===== config.mk =====
export PLATFORM = sky130hd
export DESIGN_NAME = adc_conversion_control
export DESIGN_NICKNAME = d
export VERILOG_FILES = /design/src/adc_ctrl_pkg.sv /design/src/adc_conversion_control.sv
export VERILOG_INCLUDE_DIRS = /design/src /design/src/src
export SDC_FILE = /design/constraint.sdc
export NUM_CORES = 1
export LEC_CHECK = 0
export ABC_AREA = 1
export BUFFER_PORTS_ARGS = -buffer_cell sky130_fd_sc_hd__buf_2
export CELL_PAD_IN_SITES_DETAIL_PLACEMENT = 0
export CELL_PAD_IN_SITES_GLOBAL_PLACEMENT = 2
export CORE_MARGIN = 2
export CORE_UTILIZATION = 25
export CTS_CLUSTER_DIAMETER = 50
export DETAILED_ROUTE_END_ITERATION = 12
export PLACE_DENSITY_LB_ADDON = 0.15
export SYNTH_ARGS = -nofsm -noshare
export SYNTH_HDL_FRONTEND = slang
export SYNTH_SLANG_ARGS = --single-unit
export TNS_END_PERCENT = 20

===== constraint.sdc =====
create_clock -name mclk -period 1.9 [get_ports mclk]
set_input_delay 0.095 -clock mclk [delete_from_list [all_inputs] [get_ports mclk]]
set_output_delay 0.095 -clock mclk [all_outputs]
set_load 0.01 [all_outputs]

===== src/adc_ctrl_consts.svh =====
// register indices, field positions, reset values and codes of the converter control
`ifndef ADC_CTRL_CONSTS_SVH
`define ADC_CTRL_CONSTS_SVH
// ---------------------------------------------------------------
// register indices (byte address is four times the index)
// ---------------------------------------------------------------
`define IDX_CTRL_ONE 8'he1
`define IDX_CTRL_ZERO 8'he8
`define IDX_DELAY_HIGH 8'he2
`define IDX_DELAY_LOW 8'he3
`define IDX_RESULT_HIGH 8'hc3
`define IDX_RESULT_LOW 8'hc2
// ---------------------------------------------------------------
// field positions
// ---------------------------------------------------------------
`define C0_DONE 7
`define C0_BUSY 6
`define C0_SRC_HI 5
`define C0_SRC_LO 4
`define C0_CH_HI 3
`define C0_CH_LO 0
`define C1_PINLOC 6
`define C1_TYPE_HI 3
`define C1_TYPE_LO 2
`define C1_HWEN 1
`define C1_PWR 0
`define DLY_MSB 8
// ---------------------------------------------------------------
// reset values and codes
// ---------------------------------------------------------------
`define RST_BYTE 8'h00
`define RST_DELAY 9'h000
`define RST_RESULT 12'h000
`define SRC_CH_ZERO 2'b00
`define SRC_CH_TWO 2'b01
`define SRC_CH_FOUR 2'b10
`define SRC_PIN 2'b11
`define TYP_FALL 2'b00
`define TYP_RISE 2'b01
`define TYP_CENTRE 2'b10
`define TYP_END 2'b11
`define CH_BANDGAP 4'h8
`endif


===== src/adc_ctrl_pkg.sv =====
// types shared by the converter control block
package adc_ctrl_pkg;
  // trigger inputs from the pulse modulator
  typedef struct packed {
    logic centre_aligned;
    logic centre_point;
    logic period_end;
    logic [2:0] level;
  } pwm_trig_t;
  // controls toward the analog converter
  typedef struct packed {
    logic power_on;
    logic start;
    logic [8:0] input_connect;
  } conv_ctl_t;
  // sequencer states, one-hot
  typedef enum logic [2:0] {
    ST_IDLE = 3'b001,
    ST_DELAY = 3'b010,
    ST_CONV = 3'b100
  } seq_state_t;
endpackage : adc_ctrl_pkg


===== src/adc_conversion_control.sv =====
// converter control: apb registers, start sources, trigger delay and done flag
//
// Behaviour
// - done flag sets at conversion end, stays until software writes zero
// - while done flag is one, no new conversion may begin
// - writing one to start bit begins conversion; writing zero does nothing
// - start bit reads one while converting, zero idle; cleared on completion
// - source field picks pulse channel zero, two, four or external pin
// - channel codes 0-7 pick analog inputs, 8 band-gap, rest reserved
// - power bit turns converter on; off disconnects every analog input
// - pin location bit routes external start to P0.4 or P1.3 at once
// - type field: falling, rising, period centre, period end
// - centre and end conditions exist only with centre-aligned modulator
// - hardware enable zero: software start only; one: software or trigger
// - triggers during a conversion are dropped silently until busy clears
// - accepted trigger sets the start bit like a software start
// - completion clears start, sets done, flags interrupt, stores result
// - after a trigger, wait nine-bit count of converter clocks, then convert
`timescale 1ns/10ps
`include "adc_ctrl_consts.svh"

module adc_conversion_control
  import adc_ctrl_pkg::*;
#(
  parameter int CONV_CLK_DIV = 4,
  parameter int ADDR_W = 12
) (
  input wire logic mclk,
  input wire logic rstn,
  input wire logic psel,
  input wire logic penable,
  input wire logic pwrite,
  input wire logic [ADDR_W-1:0] paddr,
  input wire logic [31:0] pwdata,
  output logic [31:0] prdata,
  output logic pready,
  output logic pslverr,
  input wire pwm_trig_t pwm_in,
  input wire logic start_pin_p04,
  input wire logic start_pin_p13,
  input wire logic conv_done,
  input wire logic [11:0] conv_result,
  output conv_ctl_t conv_ctl,
  output logic conversion_done_flag
);

  localparam int PRE_W = (CONV_CLK_DIV > 1) ? $clog2(CONV_CLK_DIV) : 1;
  localparam logic [PRE_W-1:0] PRE_LAST = PRE_W'(CONV_CLK_DIV - 1);

  // ---------------------------------------------------------------
  // elaboration checks
  // ---------------------------------------------------------------
  generate
    if (CONV_CLK_DIV < 1 || CONV_CLK_DIV > 256) begin : g_bad_div
      $error("converter clock divider out of range");
    end
    if (ADDR_W < 10 || ADDR_W > 32) begin : g_bad_addr
      $error("address width cannot hold the register indices");
    end
  endgenerate

  // ---------------------------------------------------------------
  // functions
  // ---------------------------------------------------------------
  // word-aligned index match, upper address bits must be clear
  function automatic logic reg_hit(input logic [ADDR_W-1:0] a, input logic [7:0] idx);
    logic [ADDR_W-1:0] base;
    base = '0;
    base[9:2] = idx;
    reg_hit = (a == base);
  endfunction : reg_hit

  // one-hot input connect; reserved codes and power-off connect nothing
  function automatic logic [8:0] chan_decode(input logic [3:0] code, input logic on);
    logic [8:0] sel;
    sel = '0;
    if (on && code <= `CH_BANDGAP) begin
      sel[code] = 1'b1;
    end
    chan_decode = sel;
  endfunction : chan_decode

  // ---------------------------------------------------------------
  // state
  // ---------------------------------------------------------------
  logic [1:0] src_r;
  logic [3:0] chan_r;
  logic pinloc_r;
  logic [1:0] type_r;
  logic hwen_r;
  logic pwr_r;
  logic done_r;
  logic done_nxt;
  logic [8:0] dly_r;
  logic [11:0] res_r;
  logic [31:0] prdata_r;
  logic start_r;
  logic start_nxt;
  seq_state_t state_r;
  seq_state_t state_nxt;
  logic [8:0] cnt_r;
  logic [8:0] cnt_nxt;
  logic [PRE_W-1:0] pre_r;
  logic [PRE_W-1:0] pre_nxt;
  logic [2:0] pwm_prev_r;
  logic pin_prev_r;
  logic [2:0] pin_sync_r [2];
  logic [1:0] pin_stable_r;

  // ---------------------------------------------------------------
  // bus decode
  // ---------------------------------------------------------------
  wire setup = psel & ~penable;
  wire access = psel & penable;
  wire wr = access & pwrite;
  wire hit_c0 = reg_hit(paddr, `IDX_CTRL_ZERO);
  wire hit_c1 = reg_hit(paddr, `IDX_CTRL_ONE);
  wire hit_dh = reg_hit(paddr, `IDX_DELAY_HIGH);
  wire hit_dl = reg_hit(paddr, `IDX_DELAY_LOW);
  wire hit_rh = reg_hit(paddr, `IDX_RESULT_HIGH);
  wire hit_rl = reg_hit(paddr, `IDX_RESULT_LOW);
  wire mapped = hit_c0 | hit_c1 | hit_dh | hit_dl | hit_rh | hit_rl;
  wire wr_c0 = wr & hit_c0;
  wire wr_c1 = wr & hit_c1;
  wire wr_dh = wr & hit_dh;
  wire wr_dl = wr & hit_dl;

  // no wait state: read data is captured in setup, answered in access
  assign pready = access;
  assign pslverr = access & ~mapped;
  assign prdata = prdata_r;

  // ---------------------------------------------------------------
  // read mux
  // ---------------------------------------------------------------
  wire busy = (state_r != ST_IDLE);
  wire [7:0] rd_c0 = {done_r, busy, src_r, chan_r};
  wire [7:0] rd_c1 = {1'b0, pinloc_r, 2'b00, type_r, hwen_r, pwr_r};
  wire [7:0] rd_dh = {7'h00, dly_r[`DLY_MSB]};
  wire [7:0] rd_dl = dly_r[7:0];
  wire [7:0] rd_rh = res_r[11:4];
  wire [7:0] rd_rl = {4'h0, res_r[3:0]};
  wire [7:0] rd_byte = hit_c0 ? rd_c0 :
                       hit_c1 ? rd_c1 :
                       hit_dh ? rd_dh :
                       hit_dl ? rd_dl :
                       hit_rh ? rd_rh :
                       hit_rl ? rd_rl : 8'h00;

  // ---------------------------------------------------------------
  // external start pins
  // ---------------------------------------------------------------
  // three-stage synchroniser; the level moves once stages two and three agree
  wire [1:0] pin_raw = {start_pin_p13, start_pin_p04};
  genvar g;
  generate
    for (g = 0; g < 2; g++) begin : g_pin
      always_ff @(posedge mclk) begin
        if (!rstn) begin
          pin_sync_r[g] <= 3'b000;
          pin_stable_r[g] <= 1'b0;
        end else begin
          pin_sync_r[g] <= {pin_sync_r[g][1:0], pin_raw[g]};
          if (pin_sync_r[g][1] == pin_sync_r[g][2]) begin
            pin_stable_r[g] <= pin_sync_r[g][2];
          end
        end
      end
    end
  endgenerate

  // both pins are tracked so a location switch needs no resync; it can
  // however look like an edge when the two pins differ
  wire pin_cur = pinloc_r ? pin_stable_r[1] : pin_stable_r[0];

  // ---------------------------------------------------------------
  // trigger condition
  // ---------------------------------------------------------------
  wire src_is_pin = (src_r == `SRC_PIN);
  wire trig_cur = (src_r == `SRC_CH_ZERO) ? pwm_in.level[0] :
                  (src_r == `SRC_CH_TWO) ? pwm_in.level[1] :
                  (src_r == `SRC_CH_FOUR) ? pwm_in.level[2] : pin_cur;
  wire trig_prev = (src_r == `SRC_CH_ZERO) ? pwm_prev_r[0] :
                   (src_r == `SRC_CH_TWO) ? pwm_prev_r[1] :
                   (src_r == `SRC_CH_FOUR) ? pwm_prev_r[2] : pin_prev_r;
  wire edge_fall = trig_prev & ~trig_cur;
  wire edge_rise = ~trig_prev & trig_cur;
  // period points only from a centre-aligned modulator channel
  wire pwm_pts = ~src_is_pin & pwm_in.centre_aligned;
  wire pt_centre = pwm_pts & pwm_in.centre_point;
  wire pt_end = pwm_pts & pwm_in.period_end;
  wire hw_cond = (type_r == `TYP_FALL) ? edge_fall :
                 (type_r == `TYP_RISE) ? edge_rise :
                 (type_r == `TYP_CENTRE) ? pt_centre : pt_end;

  // ---------------------------------------------------------------
  // start arbitration
  // ---------------------------------------------------------------
  // a start needs an idle, powered converter and a clear done flag
  wire can_start = ~busy & ~done_r & pwr_r;
  wire sw_req = wr_c0 & pwdata[`C0_BUSY];
  wire take_sw = sw_req & can_start;
  wire take_hw = hwen_r & hw_cond & can_start & ~sw_req;
  wire done_evt = (state_r == ST_CONV) & conv_done;
  wire tick = (pre_r == PRE_LAST);

  // ---------------------------------------------------------------
  // sequencer
  // ---------------------------------------------------------------
  always_comb begin
    state_nxt = state_r;
    cnt_nxt = cnt_r;
    start_nxt = 1'b0;
    unique case (state_r)
      ST_IDLE: begin
        if (take_sw) begin
          state_nxt = ST_CONV;
          start_nxt = 1'b1;
        end else if (take_hw) begin
          state_nxt = ST_DELAY;
          cnt_nxt = dly_r;
        end
      end
      ST_DELAY: begin
        if (cnt_r == 9'h000) begin
          state_nxt = ST_CONV;
          start_nxt = 1'b1;
        end else if (tick) begin
          cnt_nxt = cnt_r - 9'h001;
        end
      end
      ST_CONV: begin
        if (conv_done) begin
          state_nxt = ST_IDLE;
        end
      end
      default: begin
        state_nxt = ST_IDLE;
      end
    endcase
    // powering down abandons any conversion without a result
    if (!pwr_r) begin
      state_nxt = ST_IDLE;
      start_nxt = 1'b0;
    end
  end

  // converter clock prescaler, restarted at each delay phase
  assign pre_nxt = (state_r != ST_DELAY || tick) ? '0 : pre_r + PRE_W'(1);

  // hardware set wins over a software clear in the same cycle
  assign done_nxt = done_evt ? 1'b1 :
                    wr_c0 ? pwdata[`C0_DONE] : done_r;

  // sequencer registers
  always_ff @(posedge mclk) begin
    if (!rstn) begin
      state_r <= ST_IDLE;
      cnt_r <= `RST_DELAY;
      pre_r <= '0;
      start_r <= 1'b0;
      done_r <= 1'b0;
    end else begin
      state_r <= state_nxt;
      cnt_r <= cnt_nxt;
      pre_r <= pre_nxt;
      start_r <= start_nxt;
      done_r <= done_nxt;
    end
  end

  // previous levels for edge detection
  always_ff @(posedge mclk) begin
    if (!rstn) begin
      pwm_prev_r <= 3'b000;
      pin_prev_r <= 1'b0;
    end else begin
      pwm_prev_r <= pwm_in.level;
      pin_prev_r <= pin_cur;
    end
  end

  // ---------------------------------------------------------------
  // software registers
  // ---------------------------------------------------------------
  // configuration fields; the start bit is not stored, it is the busy state
  always_ff @(posedge mclk) begin
    if (!rstn) begin
      src_r <= 2'b00;
      chan_r <= 4'h0;
      pinloc_r <= 1'b0;
      type_r <= 2'b00;
      hwen_r <= 1'b0;
      pwr_r <= 1'b0;
      dly_r <= `RST_DELAY;
    end else begin
      if (wr_c0) begin
        src_r <= pwdata[`C0_SRC_HI:`C0_SRC_LO];
        chan_r <= pwdata[`C0_CH_HI:`C0_CH_LO];
      end
      if (wr_c1) begin
        pinloc_r <= pwdata[`C1_PINLOC];
        type_r <= pwdata[`C1_TYPE_HI:`C1_TYPE_LO];
        hwen_r <= pwdata[`C1_HWEN];
        pwr_r <= pwdata[`C1_PWR];
      end
      if (wr_dh) begin
        dly_r[`DLY_MSB] <= pwdata[0];
      end
      if (wr_dl) begin
        dly_r[7:0] <= pwdata[7:0];
      end
    end
  end

  // result capture and bus read data
  always_ff @(posedge mclk) begin
    if (!rstn) begin
      res_r <= `RST_RESULT;
      prdata_r <= 32'h0000_0000;
    end else begin
      if (done_evt) begin
        res_r <= conv_result;
      end
      if (setup) begin
        prdata_r <= {24'h00_0000, rd_byte};
      end
    end
  end

  // ---------------------------------------------------------------
  // converter controls
  // ---------------------------------------------------------------
  assign conv_ctl.power_on = pwr_r;
  assign conv_ctl.start = start_r;
  assign conv_ctl.input_connect = chan_decode(chan_r, pwr_r);
  // the flag doubles as the interrupt request; enabling is elsewhere
  assign conversion_done_flag = done_r;

endmodule : adc_conversion_control


==> reports/results.ini <==
[logic_synthesis]
synth_top_cell_area_share=0.376
syn_inst=538
ys.flop_type=dfxtp_1
ys_seq_elements=68
synth_edf_count=0
yosys_warnings=0
synth_top_cell_by_area=dfxtp_1
synth.distinct_cells=37
syn_area_um2=3620
syn-mean-instance-area_um2=6.73
async_flop_share=0
ys_top_cells_by_area=dfxtp_1 38%, nand2_1 11%, inv_1 9.1%
synth.yosys.seq_area_share=0.376

[power]
p_leak_nw=2.15
power_mw=3.47
ir_drop_v=0.000398
p_per_area_nw_per_um2=744

[clock_network]
clk_pin_slew_ns=0.06
htreeDepth=3
insertion_delay_ns=0.34
cts_tree=done
cts.sinks=68
cts_buffer_depth=2
cts_inserted_buffers=9
clockRootBuffer=clkbuf_16

[cells_and_area]
design.final.nets=704
fin_area_um2=4660
antenna_cells=0
drive_above_1_share=0.231
area_growth_pct=28.6
final_core_util=0.333
fin_cells=817

[critical_path]
worstSetupEndpointType=flop
worstSetupPathType=reg -> reg
required_ns=2.13
cp_slowest_cell=dfxtp_2
critPathMaxStageDelay_ns=0.36
path_cells=nor2_1 > nand2_1 > nand3_1 > nor2_2 > o21ai_2 > buf_4 > nand4_1 > nand2_4 > buf_4 > nand3b_1 > nand2_1 > nor2_1
cp.arrival_ns=2.00
rrSetupSlack_ns=0.13
critPathLaunchType=flop
cp_max_fo=7

[floorplanning]
rows=43
core_um2=14000
ioPinCount=116
dieArea_um2=15500
fp.dieW_um=124
start_util=0.259
die_h_um=124

[timing]
skew_ns=0.00701
holdWs_ns=0.0428
setup_tns_ns=0
period_share=0.932
max_freq_mhz=565
rsz0062_at_grt=yes
finalSetupViolations=0
fin_ws_ns=0.130
drv_slew=0
final_hold_viol_count=0
fin_crit_ns=1.77

[place]
pre_cts_slack_ns=0.0352
place_congestion=0.771
postPlaceCellArea_um2=4190
portBuffers=67
hpwl_um=8810
place_inst=792

[detailed_routing]
routed_wl_um=11400
drt-wirelength-per-cell_um=13.9
antenna_left=0
via_count=3578
drt-initial-drc-count=213
route.detailed.drc=0
viasPerCell=4.38
drt-pass1-iter-count=4

[global_routing]
grt_start_max_net_pins=26
grt_pass1_wl_um=18000
grt.busiest_layer=met2
grt_pass1_vias=3395
use_met2=0.228
grt.met3_usage=0.0305
gr-total-overflow=0
antenna_found_initial=0
grt_usage=0.148
met1_usage=0.203

[run]
drv_cap=0

[outcome]
status=complete, no violations

[worst_hold_path]
hp-class=in -> reg

-- state kept, by name, summed over array words and instances, names as in the netlist, 2 cells and up --
name,cells
pin_sync_r,6
cnt_r,9
dly_r,9
res_r,12
state_r,3
src_r,2
pwm_prev_r,3
chan_r,4
pre_r,2
prdata,8
type_r,2
pin_stable_r,2
-- cells in the final DEF, fill, tap and decap left out, types with 3 or more instances in the layout --
cell / synthesis / layout
a211oi_1: 17 / 17
a21oi_1: 31 / 31
buf_2: 4 / 67
buf_4: 26 / 27
clkbuf_16: 0 / 9
conb_1: 1 / 24
dfxtp_1: 68 / 65
dfxtp_2: 0 / 3
dlygate4sd3_1: 0 / 5
inv_1: 88 / 88
inv_2: 3 / 3
nand2_1: 103 / 100
nand2_2: 1 / 3
nand2_4: 1 / 3
nand3_1: 26 / 24
nand3b_1: 4 / 4
nand4_1: 12 / 12
nor2_1: 63 / 57
nor2_2: 10 / 15
nor3_1: 7 / 5
o21ai_0: 40 / 39
o22ai_1: 4 / 4
-- cell type report --
class	count	area [µm²]
clock buffer	12	246
clock inverter	4	72.6
fill	1587	9330
inverter	91	342
multi-input combinational	363	1820
sequential	68	1370
tap	180	225
timing repair buffer	99	588
-- what timing repair did --
item,CTS,global route
hold buffers,5,0
endpoints found under the setup margin,0,9
resized for setup,0,22
buffers inserted,0,3
hold endpoints to repair,5,0
-- critical path, delay by kind of cell (launching register included) --
kind,cells,cell delay [ns]
AO/OA/AOI/OAI,1,0.13
buffers and inverters,2,0.25
AND/OR/NAND/NOR,9,0.90
flip-flops,1,0.36
-- where the power goes --
| part | switching [mW] | internal, mW |
|---|---|---|
| clock network | 0.637 | 1.18 |
| logic | 0.129 | 0.0730 |
| registers | 0.00454 | 1.44 |
| total | 0.770 | 2.70 |
-- kinds of logic after synthesis --
group / count (synthesis) / synth area share
AOI/OAI and AO/OA: 99 / 0.156
xor gates and xnor gates: 1 / 0.00242
adders and majority gates: 2 / 0.00691
buffers and inverters: 131 / 0.166
DFF: 68 / 0.376
other: 1 / 0.00104
and+or+nand+nor: 236 / 0.292
-- synth_stat cells (2+ instances only) --
cell type    n
a211oi_1    17
a21oi_1     31
a22oi_1      2
buf_2        4
buf_4       26
clkbuf_1     9
dfxtp_1     68
ha_1         2
inv_1       88
inv_2        3
nand2_1    103
nand3_1     26
nand3b_1     4
nand4_1     12
nor2_1      63
nor2_2      10
nor3_1       7
o21ai_0     40
o22ai_1      4
or2_2        2
-- path summary, 6_finish.rpt --
| path | startpoint | to | cells past startpoint |
|---|---|---|---|
| worst max-delay path | src_r[0]$_SDFFE_PN0N_ | cnt_r[7]$_SDFFE_PN0P_ | 12 |
| worst min-delay path | conv_result[7] | res_r[7]$_SDFFE_PN0P_ | 3 |
| worst max register to register | src_r[0]$_SDFFE_PN0N_ | cnt_r[7]$_SDFFE_PN0P_ | 12 |
| worst min register to register | pin_sync_r[0][0]$_SDFF_PN0_ | pin_sync_r[0][1]$_SDFF_PN0_ | 2 |
-- metal layers --
layer / vias to the layer above / wire [µm]
met5: - / 0
met4: 0 / 180
met3: 9 / 353
met2: 68 / 5030
met1: 1633 / 5810
li1: 1868 / -
No activity file was read; power rests on OpenSTA's default activity.
